===== config.mk =====
export PLATFORM = sky130hd
export DESIGN_NAME = cbt_top
export DESIGN_NICKNAME = d
export VERILOG_FILES = /design/src/cbt_pkg.sv /design/src/cbt_fifo.sv /design/src/cbt_top.sv
export SDC_FILE = /design/constraint.sdc
export NUM_CORES = 1
export LEC_CHECK = 0
export BUFFER_PORTS_ARGS = -buffer_cell sky130_fd_sc_hd__buf_2
export CORE_UTILIZATION = 31
export DETAILED_ROUTE_END_ITERATION = 8
export HOLD_SLACK_MARGIN = 0.06
export SYNTH_ARGS = -nofsm -noshare
export SYNTH_HDL_FRONTEND = slang
export SYNTH_SLANG_ARGS = --single-unit

===== constraint.sdc =====
create_clock -name CLK -period 3.85 [get_ports CLK]
set_input_delay 0.5775 -clock CLK [delete_from_list [all_inputs] [get_ports CLK]]
set_output_delay 0.5775 -clock CLK [all_outputs]
set_load 0.01 [all_outputs]

===== src/cbt_pkg.sv =====
// Package with constants and types for the CAN transmit history and block transmission block.
package cbt_pkg;
	// Number of buffers in the block transmission group (buffers 0..7).
	localparam int BLOCK_COUNT = 8;
	// Width of a message buffer number.
	localparam int BUF_W = 4;
	// Depth of the transmit history list.
	localparam int HIST_DEPTH = 8;
	// Depth of the completion FIFO in front of the history list.
	localparam int FIFO_DEPTH = 4;
	// First buffer of a block run after a restart.
	localparam logic [3:0] FIRST_BUF = 4'h0;
	// Reset value of the empty flag.
	localparam logic EMPTY_RESET = 1'b1;
	// States of the block transmission engine.
	typedef enum logic [1:0] {CBT_IDLE, CBT_REQ, CBT_WAIT, CBT_CLEAR} cbt_state_t;
endpackage


===== src/cbt_fifo.sv =====
// Small FIFO carrying completed buffer numbers towards the history list.
`timescale 1ns/1ps
module cbt_fifo #(
	parameter int WIDTH = 4,
	parameter int DEPTH = 4
) (
	input wire logic clk,
	input wire logic reset_n,
	input wire logic in_valid,
	output logic in_ready,
	input wire logic [WIDTH-1:0] in_data,
	output logic out_valid,
	input wire logic out_ready,
	output logic [WIDTH-1:0] out_data
);
	localparam int AW = $clog2(DEPTH);
	// Storage array.
	logic [WIDTH-1:0] mem [DEPTH];
	logic [AW-1:0] rd_ptr, wr_ptr, next_rd_ptr, next_wr_ptr;
	logic [AW:0] count, next_count;
	logic push, pop;

	// Steps a pointer by one slot, wrapping at the last slot.
	function automatic logic [AW-1:0] ptr_next(input logic [AW-1:0] ptr);
		return (ptr == AW'(DEPTH - 1)) ? '0 : ptr + AW'(1);
	endfunction

	// Handshakes.
	always_comb begin
		in_ready = (count != (AW+1)'(DEPTH)) ? 1'b1 : 1'b0;
		out_valid = (count != '0);
		push = in_valid && in_ready;
		pop = out_valid && out_ready;
		next_wr_ptr = push ? ptr_next(wr_ptr) : wr_ptr;
		next_rd_ptr = pop ? ptr_next(rd_ptr) : rd_ptr;
		next_count = count + (AW+1)'(push) - (AW+1)'(pop);
	end

	// Pointers and fill level.
	always_ff @(posedge clk) begin
		if (!reset_n) begin
			rd_ptr <= '0;
			wr_ptr <= '0;
			count <= '0;
		end else begin
			rd_ptr <= next_rd_ptr;
			wr_ptr <= next_wr_ptr;
			count <= next_count;
		end
	end

	// The array has no reset; only valid slots are ever read.
	always_ff @(posedge clk) begin
		if (push) begin
			mem[wr_ptr] <= in_data;
		end
	end

	// Head word is read straight from the array.
	assign out_data = mem[rd_ptr];
endmodule


===== src/cbt_top.sv =====
// Transmit history list and automatic block transmission engine.
`timescale 1ns/1ps
module cbt_top #(
	parameter int HIST_DEPTH = cbt_pkg::HIST_DEPTH,
	parameter int BLOCK_COUNT = cbt_pkg::BLOCK_COUNT
) (
	input wire logic CLK,
	input wire logic RESET_N,
	input wire logic BLOCK_TX_TRIGGER,
	input wire logic BLOCK_TX_RESTART_SET,
	output logic BLOCK_TX_RESTART,
	output logic TX_REQUEST_VALID,
	output logic [3:0] TX_REQUEST_BUF,
	input wire logic TX_DONE,
	input wire logic [3:0] TX_DONE_BUF,
	output logic TX_DONE_READY,
	input wire logic HIST_READ,
	output logic [3:0] HIST_DATA,
	output logic TX_HISTORY_EMPTY,
	output logic TX_HISTORY_OVERFLOW,
	input wire logic OVERFLOW_CLEAR
);
	localparam int HAW = $clog2(HIST_DEPTH);
	// History storage.
	logic [3:0] hist [HIST_DEPTH];
	logic [HAW-1:0] h_rd, h_wr, next_h_rd, next_h_wr;
	logic [HAW:0] h_cnt, next_h_cnt;
	logic ovf, next_ovf, empty, next_empty;
	logic f_valid, f_ready, h_push, h_pop;
	logic [3:0] f_data;
	// Engine state.
	cbt_pkg::cbt_state_t state, next_state;
	logic [3:0] cur, next_cur;
	logic restart, next_restart;

	// Completions queue up here so a burst of done pulses is not lost.
	// The list side drains it every cycle, so its ready only drops if completions pile up.
	cbt_fifo #(.WIDTH(4), .DEPTH(cbt_pkg::FIFO_DEPTH)) u_fifo (
		.clk(CLK),
		.reset_n(RESET_N),
		.in_valid(TX_DONE),
		.in_ready(TX_DONE_READY),
		.in_data(TX_DONE_BUF),
		.out_valid(f_valid),
		.out_ready(f_ready),
		.out_data(f_data)
	);

	// Advances a history pointer by one slot, wrapping at the list's end.
	// The explicit wrap keeps depths that are not a power of two working.
	function automatic logic [HAW-1:0] hist_next(input logic [HAW-1:0] ptr);
		return (ptr == HAW'(HIST_DEPTH - 1)) ? '0 : ptr + HAW'(1);
	endfunction

	// History list next state. The FIFO drains one entry a cycle always.
	always_comb begin
		f_ready = 1'b1;
		h_pop = HIST_READ && (h_cnt != '0);
		// A completion is dropped, not stored, once the list is in overflow.
		h_push = f_valid && !ovf && (h_cnt != (HAW+1)'(HIST_DEPTH) || h_pop);
		next_h_rd = h_pop ? hist_next(h_rd) : h_rd;
		next_h_wr = h_push ? hist_next(h_wr) : h_wr;
		next_h_cnt = h_cnt + (HAW+1)'(h_push) - (HAW+1)'(h_pop);
		next_ovf = ovf;
		// A full list with no room turns an entry into an overflow; set wins over clear.
		if (f_valid && !ovf && !h_push) begin
			next_ovf = 1'b1;
		end else if (OVERFLOW_CLEAR) begin
			next_ovf = 1'b0;
		end
		next_empty = (next_h_cnt == '0);
		// While overflowed, a new completion never clears the empty flag.
		if (ovf && empty) begin
			next_empty = 1'b1;
		end
		if (h_push) begin
			next_empty = 1'b0;
		end
	end

	// History registers.
	always_ff @(posedge CLK) begin
		if (!RESET_N) begin
			h_rd <= '0;
			h_wr <= '0;
			h_cnt <= '0;
			ovf <= 1'b0;
			empty <= cbt_pkg::EMPTY_RESET;
		end else begin
			h_rd <= next_h_rd;
			h_wr <= next_h_wr;
			h_cnt <= next_h_cnt;
			ovf <= next_ovf;
			empty <= next_empty;
		end
	end

	// History array and read data register.
	always_ff @(posedge CLK) begin
		if (h_push) begin
			hist[h_wr] <= f_data;
		end
		if (!RESET_N) begin
			HIST_DATA <= 4'h0;
		end else if (h_pop) begin
			HIST_DATA <= hist[h_rd];
		end
	end

	// Block engine next state. A restart is only honoured with the trigger low.
	// Dropping the trigger keeps the current buffer, so a later run resumes there.
	always_comb begin
		next_state = state;
		next_cur = cur;
		next_restart = restart;
		if (BLOCK_TX_RESTART_SET && !BLOCK_TX_TRIGGER) begin
			next_restart = 1'b1;
		end
		case (state)
			cbt_pkg::CBT_IDLE: begin
				if (restart) begin
					next_state = cbt_pkg::CBT_CLEAR;
				end else if (BLOCK_TX_TRIGGER) begin
					next_state = cbt_pkg::CBT_REQ;
				end
			end
			cbt_pkg::CBT_REQ: begin
				// One request pulse, then wait for its completion.
				next_state = cbt_pkg::CBT_WAIT;
			end
			cbt_pkg::CBT_WAIT: begin
				if (TX_DONE && TX_DONE_BUF == cur) begin
					// Step upward through the group, wrapping at its end.
					next_cur = (cur == 4'(BLOCK_COUNT - 1)) ? cbt_pkg::FIRST_BUF : cur + 4'h1;
					next_state = BLOCK_TX_TRIGGER ? cbt_pkg::CBT_REQ : cbt_pkg::CBT_IDLE;
				end else if (!BLOCK_TX_TRIGGER) begin
					next_state = cbt_pkg::CBT_IDLE;
				end
			end
			cbt_pkg::CBT_CLEAR: begin
				next_cur = cbt_pkg::FIRST_BUF;
				next_restart = 1'b0;
				next_state = cbt_pkg::CBT_IDLE;
			end
			default: begin
				next_state = cbt_pkg::CBT_IDLE;
			end
		endcase
	end

	// Engine registers.
	always_ff @(posedge CLK) begin
		if (!RESET_N) begin
			state <= cbt_pkg::CBT_IDLE;
			cur <= cbt_pkg::FIRST_BUF;
			restart <= 1'b0;
		end else begin
			state <= next_state;
			cur <= next_cur;
			restart <= next_restart;
		end
	end

	// Outputs. Requests come only from the engine.
	// Flags come straight from their registers, so they never glitch.
	assign TX_REQUEST_VALID = (state == cbt_pkg::CBT_REQ);
	assign TX_REQUEST_BUF = cur;
	assign BLOCK_TX_RESTART = restart;
	assign TX_HISTORY_EMPTY = empty;
	assign TX_HISTORY_OVERFLOW = ovf;

	// Checks on the history flags.
	// Overflow holds until cleared.
	a_ovf_hold: assert property (@(posedge CLK) disable iff (!RESET_N)
		ovf && !OVERFLOW_CLEAR |=> ovf) else $error("overflow dropped without clear");
	// A completion that meets a full list, with no read to make room, sets overflow.
	a_ovf_set: assert property (@(posedge CLK) disable iff (!RESET_N)
		f_valid && !ovf && h_cnt == (HAW+1)'(HIST_DEPTH) && !HIST_READ |=> ovf) else $error("full list kept quiet");
	// Empty stays set in overflow.
	a_empty_stuck: assert property (@(posedge CLK) disable iff (!RESET_N)
		ovf && empty |=> empty) else $error("empty cleared during overflow");
	// Reads possible while overflowed and not empty.
	a_read_ovf: assert property (@(posedge CLK) disable iff (!RESET_N)
		ovf && HIST_READ && h_cnt != '0 |=> h_cnt == $past(h_cnt) - 1'b1) else $error("read blocked");
	// Push clears empty.
	a_push_empty: assert property (@(posedge CLK) disable iff (!RESET_N)
		h_push |=> !empty) else $error("empty not cleared");
	// Checks on the block engine.
	// Restart rewinds to buffer zero two cycles after it is taken.
	a_restart_zero: assert property (@(posedge CLK) disable iff (!RESET_N)
		restart && state == cbt_pkg::CBT_IDLE |=> ##1 (cur == cbt_pkg::FIRST_BUF && !restart))
		else $error("restart did not rewind");
	// A restart written while the trigger is high is ignored.
	a_restart_refused: assert property (@(posedge CLK) disable iff (!RESET_N)
		BLOCK_TX_TRIGGER && !restart |=> !restart) else $error("restart taken with trigger high");
	// Restart bit clears itself.
	a_restart_self: assert property (@(posedge CLK) disable iff (!RESET_N)
		restart && state == cbt_pkg::CBT_CLEAR |=> !restart) else $error("restart stuck");
	// Requests ascend by one.
	a_req_order: assert property (@(posedge CLK) disable iff (!RESET_N)
		state == cbt_pkg::CBT_WAIT && TX_DONE && TX_DONE_BUF == cur && cur != 4'(BLOCK_COUNT - 1)
		|=> cur == $past(cur) + 4'h1) else $error("block order broken");
	// A request stands for exactly one cycle, so the far side never takes it twice.
	a_req_pulse: assert property (@(posedge CLK) disable iff (!RESET_N)
		TX_REQUEST_VALID |=> !TX_REQUEST_VALID) else $error("request longer than one cycle");
	// No request while idle.
	a_idle_quiet: assert property (@(posedge CLK) disable iff (!RESET_N)
		!BLOCK_TX_TRIGGER [*2] |-> !TX_REQUEST_VALID) else $error("request without trigger");
	// Main scenarios: a request followed by a completion, an overflow, a restart and a wrap at the group's end.
	c_run: cover property (@(posedge CLK) TX_REQUEST_VALID ##[1:50] TX_DONE);
	c_ovf: cover property (@(posedge CLK) ovf && empty);
	c_restart: cover property (@(posedge CLK) state == cbt_pkg::CBT_CLEAR);
	c_wrap: cover property (@(posedge CLK) state == cbt_pkg::CBT_WAIT && TX_DONE && cur == 4'(BLOCK_COUNT - 1));
endmodule


==> results of run 1 <==
layout by cell type (no fill, tap or decap), types with 7 or more instances in the layout:
| cell type | n |
|---|---|
| edfxtp_1 | 48 |
| nor2_1 | 34 |
| dfxtp_1 | 32 |
| buf_2 | 23 |
| ha_1 | 18 |
| inv_1 | 17 |
| mux4_2 | 12 |
| mux2i_1 | 11 |
| nand2_1 | 9 |
| a21oi_1 | 9 |
| clkbuf_8 | 9 |
| and3_1 | 7 |
sequential cells by signal (all words and copies together) (netlist names), named ones only:
name / cells
h_rd: 3
h_cnt: 4
u_fifo.rd_ptr: 2
HIST_DATA: 4
TX_HISTORY_OVERFLOW: 1
BLOCK_TX_RESTART: 1
state: 2
u_fifo.wr_ptr: 2
TX_REQUEST_BUF: 4
u_fifo.mem: 16
hist: 32
u_fifo.count: 3
h_wr: 3
TX_HISTORY_EMPTY: 1
cell families after synthesis:
group           Yosys count  share of synthesized area (%)
buf+inv                  26                          2.898
flops                    80                          60.29
simple gates             80                          11.81
mux                      23                          11.01
compound gates           22                          4.276
fa+ha+maj                20                          7.681
xor+xnor                  8                          2.029
per-layer routing:
| layer | global-route usage [%] | up-vias | wire length (µm) |
|---|---|---|---|
| met5 | 0 | - | 0 |
| met4 | 5.088 | 0 | 105 |
| met3 | 4.479 | 10 | 251 |
| met2 | 20.65 | 40 | 3121 |
| met1 | 13.17 | 975 | 2573 |
| li1 | - | 987 | - |
worst min-delay path, stage by stage:
cell and delay [ns]:
buf_2 0.08, a21oi_1 0.05, nor2_1 0.08
through the flow:
| step | util [%] | area, µm² | total power [mW] | hold WS (ns) | worst slack [ns] |
|---|---|---|---|---|---|
| floorplan | - | 3453 | 1.895 | 0.4807 | 1.178 |
| global placement | 34.30 | 3719 | 2.083 | 0.4865 | 0.9696 |
| detailed placement | 34.30 | 3719 | 2.127 | 0.4923 | 0.8476 |
| CTS | 36.42 | 3948 | 2.855 | 0.4537 | 0.8306 |
| global route | 36.42 | 3948 | 3.014 | 0.4541 | 0.4967 |
| finish | 36.42 | 3948 | 2.803 | 0.4786 | 0.8558 |
worst min-delay path by stage:
stage,start,endpoint,depth (start not counted)
after floorplan,state[0],state[0],1
after global placement,HIST_DATA[2],HIST_DATA[2],2
after detailed placement,HIST_DATA[1],HIST_DATA[1],2
after CTS,BLOCK_TX_RESTART_SET,BLOCK_TX_RESTART,3
after global routing,TX_DONE_BUF[1],u_fifo.mem[0][1],1
final,BLOCK_TX_RESTART_SET,BLOCK_TX_RESTART,3
synthesized netlist by cell type, types with 6 or more instances:
cell	instances	area, µm²
clkbuf_1	6	22.52
ha_1	18	225.2
and3_1	7	43.79
dfxtp_1	32	640.6
edfxtp_1	48	1441
nor2_1	34	127.6
mux4_2	12	270.3
inv_1	17	63.81
nand2b_1	6	37.54
mux2i_1	11	110.1
a21oi_1	9	45.04
nand2_1	9	33.78
xor2_1	6	52.55
power groups by stage:
stage	clock network [mW]	registers (mW)	logic [mW]
after floorplan	0	1.26	0.636
after global placement	0	1.29	0.788
after detailed placement	0	1.30	0.823
after CTS	0.743	1.28	0.827
after global routing	0.776	1.31	0.933
final	0.713	1.28	0.810
layout make-up:
class | instances | area share, %
Sequential cell | 80 | 52.74
Clock buffer | 12 | 3.423
Multi-Input combinational cell | 153 | 32.20
Tap cell | 140 | 4.437
Inverter | 18 | 1.712
Timing Repair Buffer | 24 | 3.106
Clock inverter | 4 | 2.377
==> out/qor.log, run 1 <==
[cts] clock root buffer clkbuf_8
[yosys] yosys warns 0
[setup_path] endpoint arrival time on the critical path 3.24 ns
[die] initial cell density of the core 31.86%
[cts] Post-CTS Resized 0
[yosys] sequential-to-total area share from yosys stat 60.29%
[yosys] number of distinct library cell variants in the gate-level netlist after synthesis 38
[cts] CTS tree done
[pwr] combinational cell fraction of total power 28.9%
[grt] maximum number of pins on one net before global-route repair 26
[pwr] fraction of power consumed by sequential logic 45.7%
[setup_path] Critical Path, Cell by Cell inv_1, ha_1, nand2b_1, nand3_1, nor3b_2, inv_1, ha_1, inv_1, ha_1, inv_1, fa_1, xor2_1, nand3b_1, o311ai_0
[pwr] highest ir drop seen on vdd 0.0002788 V
[setup_path] path depth of the worst reg2reg path 14
[routing] first-pass iteration count of the detailed router 4
[yosys] Avg Cell Area, Syn 13.33 µm²
[sta] clock skew after layout 0.009641 ns
[sta] achievable clock frequency 0.3340 GHz
[yosys] number of register bits inferred by synthesis 80
[setup_path] Worst EP required 4.09 ns
[setup_path] critical path class reg2reg
[pwr] total internal power 1.957 mW
[yosys] number of enable flip-flop cells after synthesis 48
[cts] clock-pin slew reported for the worst setup and hold paths after clock tree synthesis 0.08 ns
[setup_path] crit-path most repeated cell inv_1
[grt] vias in the first global route 2110
[setup_path] Worst Setup End Kind flop
[run] Max Cap Viol 0
[grt] total global routing overflow 0
[sta] max-slew headroom at the worst pin 47.84%
[cells_and_area] ant diodes 0
[pwr] power density over cell area 710.0 nW/µm²
[setup_path] largest delay contributor family on the critical path adder cells
[routing] Antenna Nets Post-Route 0
[grt] global-route total usage across every layer 11.98%
[cells_and_area] area of the multi-input gates 1271 µm²
[cts] Post CTS Setup Buffer Count 0
[cells_and_area] post-route insts no fill 431
[pwr] Net Sw Power 845.8 µW
[routing] drt initial violations 56
[setup_path] launching instance or port of the critical path h_cnt[2]
[setup_path] total stage count of the critical path 14
[setup_path] highest net fanout along the worst path 8
[cts] number of sinks handled by clock tree synthesis 80
[routing] overall via count from detail_route 2012
[yosys] count of mapped cells out of synthesis 259
[routing] detailed-route wire length per cell 14.04 µm
[yosys] cell area after synthesis 3453 µm²
[yosys] Synth Net Count 290
[sta] transition time at the pin with the least slew margin 0.7776 ns
[die] die height 107.5 µm
[cts] hold buffer count at cts 0
[cells_and_area] share of final-layout standard cells stronger than drive strength 1 17.87%
[placement] total of buffers placed on input and output ports 23
[status] outcome finished, final reports clean
[routing] total wirelength of the detailed-routed design 6.052 mm
[cells_and_area] # nets final 317
[yosys] primary flip-flop cell chosen by synthesis mapping edfxtp_1
[setup_path] beginning of the worst register-to-register path h_cnt[2]
[setup_path] slowest stage delay, CP 0.45 ns
[setup_path] internal reg-to-reg setup slack 0.86 ns
[pwr] Clk pwr share 25.4%
[die] DIE AREA 11570 µm²
[cells_and_area] total area of sequential cells 2082 µm²
[setup_path] count of buffering cells on the critical path with inverters included 4
[cts] H-Tree Level Count 3
[sta] count of final max-slew check failures 0
[grt] first-pass GRT wire length 10.22 mm
[pwr] leakage power total 1.484 nW
[worst_hold_path] type of the tightest min-delay check in2reg
[cells_and_area] Syn-to-layout area delta 14.31%
[placement] routability congestion estimate from global placement 0.7423
[grt] antenna violations before repair 0
[sta] number of endpoints failing setup at the final stage 0
[die] core area 10840 µm²
[sta] setup repair after global routing missed its margin false
[cts] number of buffers inserted during clock tree synthesis 9
[setup_path] Worst setup endpoint TX_HISTORY_EMPTY
[sta] Fin. Hold Viols 0
[routing] number of remaining DRC errors 0
[sta] crit share post-route 77.77%
[routing] ratio of routed vias to standard cells 4.668
[cts] CTS max path bufs 2
[die] Horiz. Die Dim 107.5 µm
[cts] clock latency at the later pin of the worst-skew pair 0.35 ns
[sta] setup TNS after final layout 0 ns
[sta] min Tclk post-route 2.994 ns
[cells_and_area] fill cell instance count of the final layout 1073
[die] number of rows created at floorplan 38
[placement] Cells after DPL 415
[setup_path] RR Endpoint TX_HISTORY_EMPTY
[setup_path] Worst Setup Start Kind flop
[placement] HPWL after DPL 4.394 mm
[setup_path] Crit-path slowest cell nor3b_2
[pwr] switching share of power 30.18%
[die] I/O pins 24
[yosys] Async SR Flop Fraction 0%
Note: power is estimated with default switching activity, not from simulation.
==> run 2, diff against run 1 <==
- ABC_AREA: default -> 1
- clock period: 3.85 -> 2.9 ns (I/O delays scaled with it)
==> out/qor.log, run 2 <==
[setup_path] endpoint arrival time on the critical path 2.82 ns
[setup_path] count of buffering cells on the critical path with inverters included 3
[cts] clock-pin slew reported for the worst setup and hold paths after clock tree synthesis 0.05 ns
[setup_path] Worst EP required 3.11 ns
[cts] Post-CTS Resized 0
[sta] min Tclk post-route 2.610 ns
[yosys] number of enable flip-flop cells after synthesis 48
[cells_and_area] most frequent standard cell in the layout excluding fill and tap cells nor2_1
[grt] met2 capacity usage during global routing 21.96%
[cts] hold buffer count at cts 0
[routing] number of remaining DRC errors 0
[cells_and_area] share of final-layout standard cells stronger than drive strength 1 13.40%
[grt] met3 demand-to-capacity share in global routing 4.564%
[worst_hold_path] hold_sp BLOCK_TX_RESTART_SET
[cts] number of sinks handled by clock tree synthesis 80
[grt] global-route total usage across every layer 12.78%
[die] initial cell density of the core 31.74%
[die] die height 109.9 µm
[cts] H-Tree Level Count 3
[sta] setup repair after global routing missed its margin false
[cells_and_area] leading cell types in the layout, fill and taps excluded 62 x nor2_1, 48 x edfxtp_1, 39 x inv_1, 37 x nand2_1, 32 x dfxtp_1
[setup_path] slowest stage delay, CP 0.37 ns
[setup_path] path depth of the worst reg2reg path 17
[cells_and_area] Finished Cell Area 4141 µm²
[die] DIE AREA 12080 µm²
[yosys] count of mapped cells out of synthesis 359
[die] number of rows created at floorplan 39
[sta] count of final max-slew check failures 0
[setup_path] critical path class reg2reg
[cells_and_area] Syn-to-layout area delta 14.77%
[yosys] number of distinct library cell variants in the gate-level netlist after synthesis 33
[setup_path] Crit-path slowest cell fa_1
[yosys] Avg Cell Area, Syn 10.05 µm²
[routing] overall via count from detail_route 2490
[cells_and_area] Largest regs hist: 32 flops, u_fifo.mem: 16 flops
[yosys] cell taking the most area after synthesis edfxtp_1
[sta] number of endpoints failing setup at the final stage 0
[cts] clock latency at the later pin of the worst-skew pair 0.33 ns
[yosys] number of register bits inferred by synthesis 80
[placement] Place WS 0.3028 ns
[setup_path] beginning of the worst register-to-register path h_cnt[2]
[cts] CTS max path bufs 2
[cells_and_area] register with the most flip-flops hist
[routing] ratio of routed vias to standard cells 4.689
[setup_path] largest delay contributor family on the critical path adder cells
[die] I/O pins 24
[grt] vias in the first global route 2400
[pwr] total power of the final layout 4.153 mW
[routing] detailed-route wire length per cell 13.04 µm
[yosys] cell area after synthesis 3608 µm²
[setup_path] Worst Setup End Kind flop
[grt] first-pass GRT wire length 11.41 mm
[worst_hold_path] endpoint of the worst hold path BLOCK_TX_RESTART
[setup_path] highest net fanout along the worst path 11
[pwr] power density over cell area 1003 nW/µm²
[grt] most used routing layer met2
[routing] total wirelength of the detailed-routed design 6.923 mm
[setup_path] Critical Path, Cell by Cell inv_1, ha_1, nand2_1, nand2_1, nand3_1, nand2_2, ha_1, inv_1, ha_1, inv_1, fa_1, xnor2_1, nor2_1, nand4_1, nand2_1, nand2_1, nand2_1
[sta] setup TNS after final layout 0 ns
[grt] antenna violations before repair 0
[sta] crit share post-route 89.98%
[setup_path] Worst Setup Start Kind flop
[grt] maximum number of pins on one net before global-route repair 19
[routing] first-pass iteration count of the detailed router 7
[yosys] largest cells by area after synthesis edfxtp_1 40%, dfxtp_1 18%, nor2_1 6.4%, ha_1 6.2%, inv_1 4.1%
[sta] crit path setup slack, layout 0.2904 ns
[routing] drt initial violations 95
[cells_and_area] # nets final 414
[yosys] sequential-to-total area share from yosys stat 57.70%
[grt] total global routing overflow 0
[cts] clock root buffer clkbuf_16
[setup_path] internal reg-to-reg setup slack 0.29 ns
[yosys] Async SR Flop Fraction 0%
[cts] Post CTS Setup Buffer Count 0
[sta] clock skew after layout 0.005134 ns
[status] outcome finished, final reports clean
[yosys] most frequent cell after synthesis nor2_1
[cts] number of buffers inserted during clock tree synthesis 9
[placement] HPWL after DPL 4.937 mm
[run] Max Cap Viol 0
[pwr] leakage power total 1.649 nW
[placement] routability congestion estimate from global placement 0.7621
[worst_hold_path] type of the tightest min-delay check in2reg
[die] Horiz. Die Dim 109.9 µm
[sta] Fin. Hold Viols 0
[pwr] highest ir drop seen on vdd 0.0003924 V
[routing] Antenna Nets Post-Route 0
[setup_path] crit-path most repeated cell nand2_1
[placement] post-detailed-placement cell area 3826 µm²
[grt] met1 Resource Use GR 15.01%
[cells_and_area] number of flip-flops under the largest register name 32
[sta] achievable clock frequency 0.3832 GHz
[cells_and_area] ant diodes 0
[sta] transition time at the pin with the least slew margin 0.8041 ns
[worst_hold_path] depth of the worst hold-timing path 3
[setup_path] RR Endpoint TX_HISTORY_EMPTY
[sta] max-slew headroom at the worst pin 46.40%
[yosys] most common library cells after synthesis 62 x nor2_1, 48 x edfxtp_1, 39 x inv_1
[yosys] yosys warns 0
[cts] CTS tree done
[yosys] share of Yosys cell area claimed by the top area cell type 39.94%
[yosys] Synth Net Count 390
[sta] worst hold slack 0.3497 ns
[yosys] primary flip-flop cell chosen by synthesis mapping edfxtp_1
[die] core area 11370 µm²
[placement] total of buffers placed on input and output ports 23
==> run 2: cell count changes after synthesis, sizes merged, moves of 12 or more <==
| cell | before | now |
|---|---|---|
| inv | 17 | 42 |
| mux4 | 12 | 0 |
| o21ai | 1 | 31 |
| nor2 | 34 | 64 |
| nand2 | 9 | 42 |
==> run 2: area by class of cell <==
type / instances / area, µm²
well taps: 143 / 178.9
fillers: 1129 / 7228
repair buffers: 24 / 122.6
inverters: 42 / 162.7
clock buffers: 12 / 246.5
multi-input cells: 226 / 1280
clock inverters: 4 / 68.82
flip-flops and latches: 80 / 2082
==> run 2: cells by family (layout without fill, tap and decap cells) <==
family                   Yosys count  after routing  share of synthesized area, %
flip-flops                        80             80                         57.70
buffers and inverters             53             82                         6.831
adder cells (fa/ha/maj)           20             20                         7.351
XOR/XNOR                           4              4                         1.179
AO/OA/AOI/OAI                     66             66                         10.40
AND/OR/NAND/NOR                  136            136                         16.54
==> run 2: worst max-delay path by stage <==
| stage | startpoint | slack (ns) | end | cells after the start |
|---|---|---|---|---|
| floorplan | h_cnt[2] | 0.52 | TX_HISTORY_EMPTY | 18 |
| detailed placement | h_cnt[2] | 0.30 | TX_HISTORY_EMPTY | 17 |
| global route | h_cnt[2] | 0.03 | TX_HISTORY_EMPTY | 17 |
| finish | h_cnt[2] | 0.29 | TX_HISTORY_EMPTY | 17 |
| CTS | h_cnt[2] | 0.29 | TX_HISTORY_EMPTY | 17 |
| global placement | h_cnt[2] | 0.38 | TX_HISTORY_EMPTY | 17 |
==> run 2: through the flow <==
step	utilization [%]	cells
6_report	36.43	531
5_1_grt	36.43	531
4_1_cts	36.43	531
3_5_place_dp	33.65	515
3_3_place_gp	33.65	515
2_1_floorplan	-	359
==> run 2: power breakdown <==
group | switching, mW | internal, mW
registers | 0.182 | 1.56
clock network | 0.400 | 0.773
logic | 0.809 | 0.427
total | 1.39 | 2.76
==> run 2: worst reg2reg max path, stage by stage, from the launching register on <==
cell and delay [ns]:
dfxtp_1 0.30, inv_1 0.07, ha_1 0.20, nand2_1 0.06
nand2_1 0.20, nand3_1 0.19, nand2_2 0.07, ha_1 0.28
inv_1 0.06, ha_1 0.16, inv_1 0.06, fa_1 0.37
xnor2_1 0.19, nor2_1 0.06, nand4_1 0.09, nand2_1 0.05
nand2_1 0.05, nand2_1 0.04
==> run 2: metal layers <==
layer / up-vias / routed length (µm)
met1: 1181 / 3039
met3: 4 / 338
met4: 0 / 71
met2: 49 / 3473
met5: - / 0
li1: 1256 / -
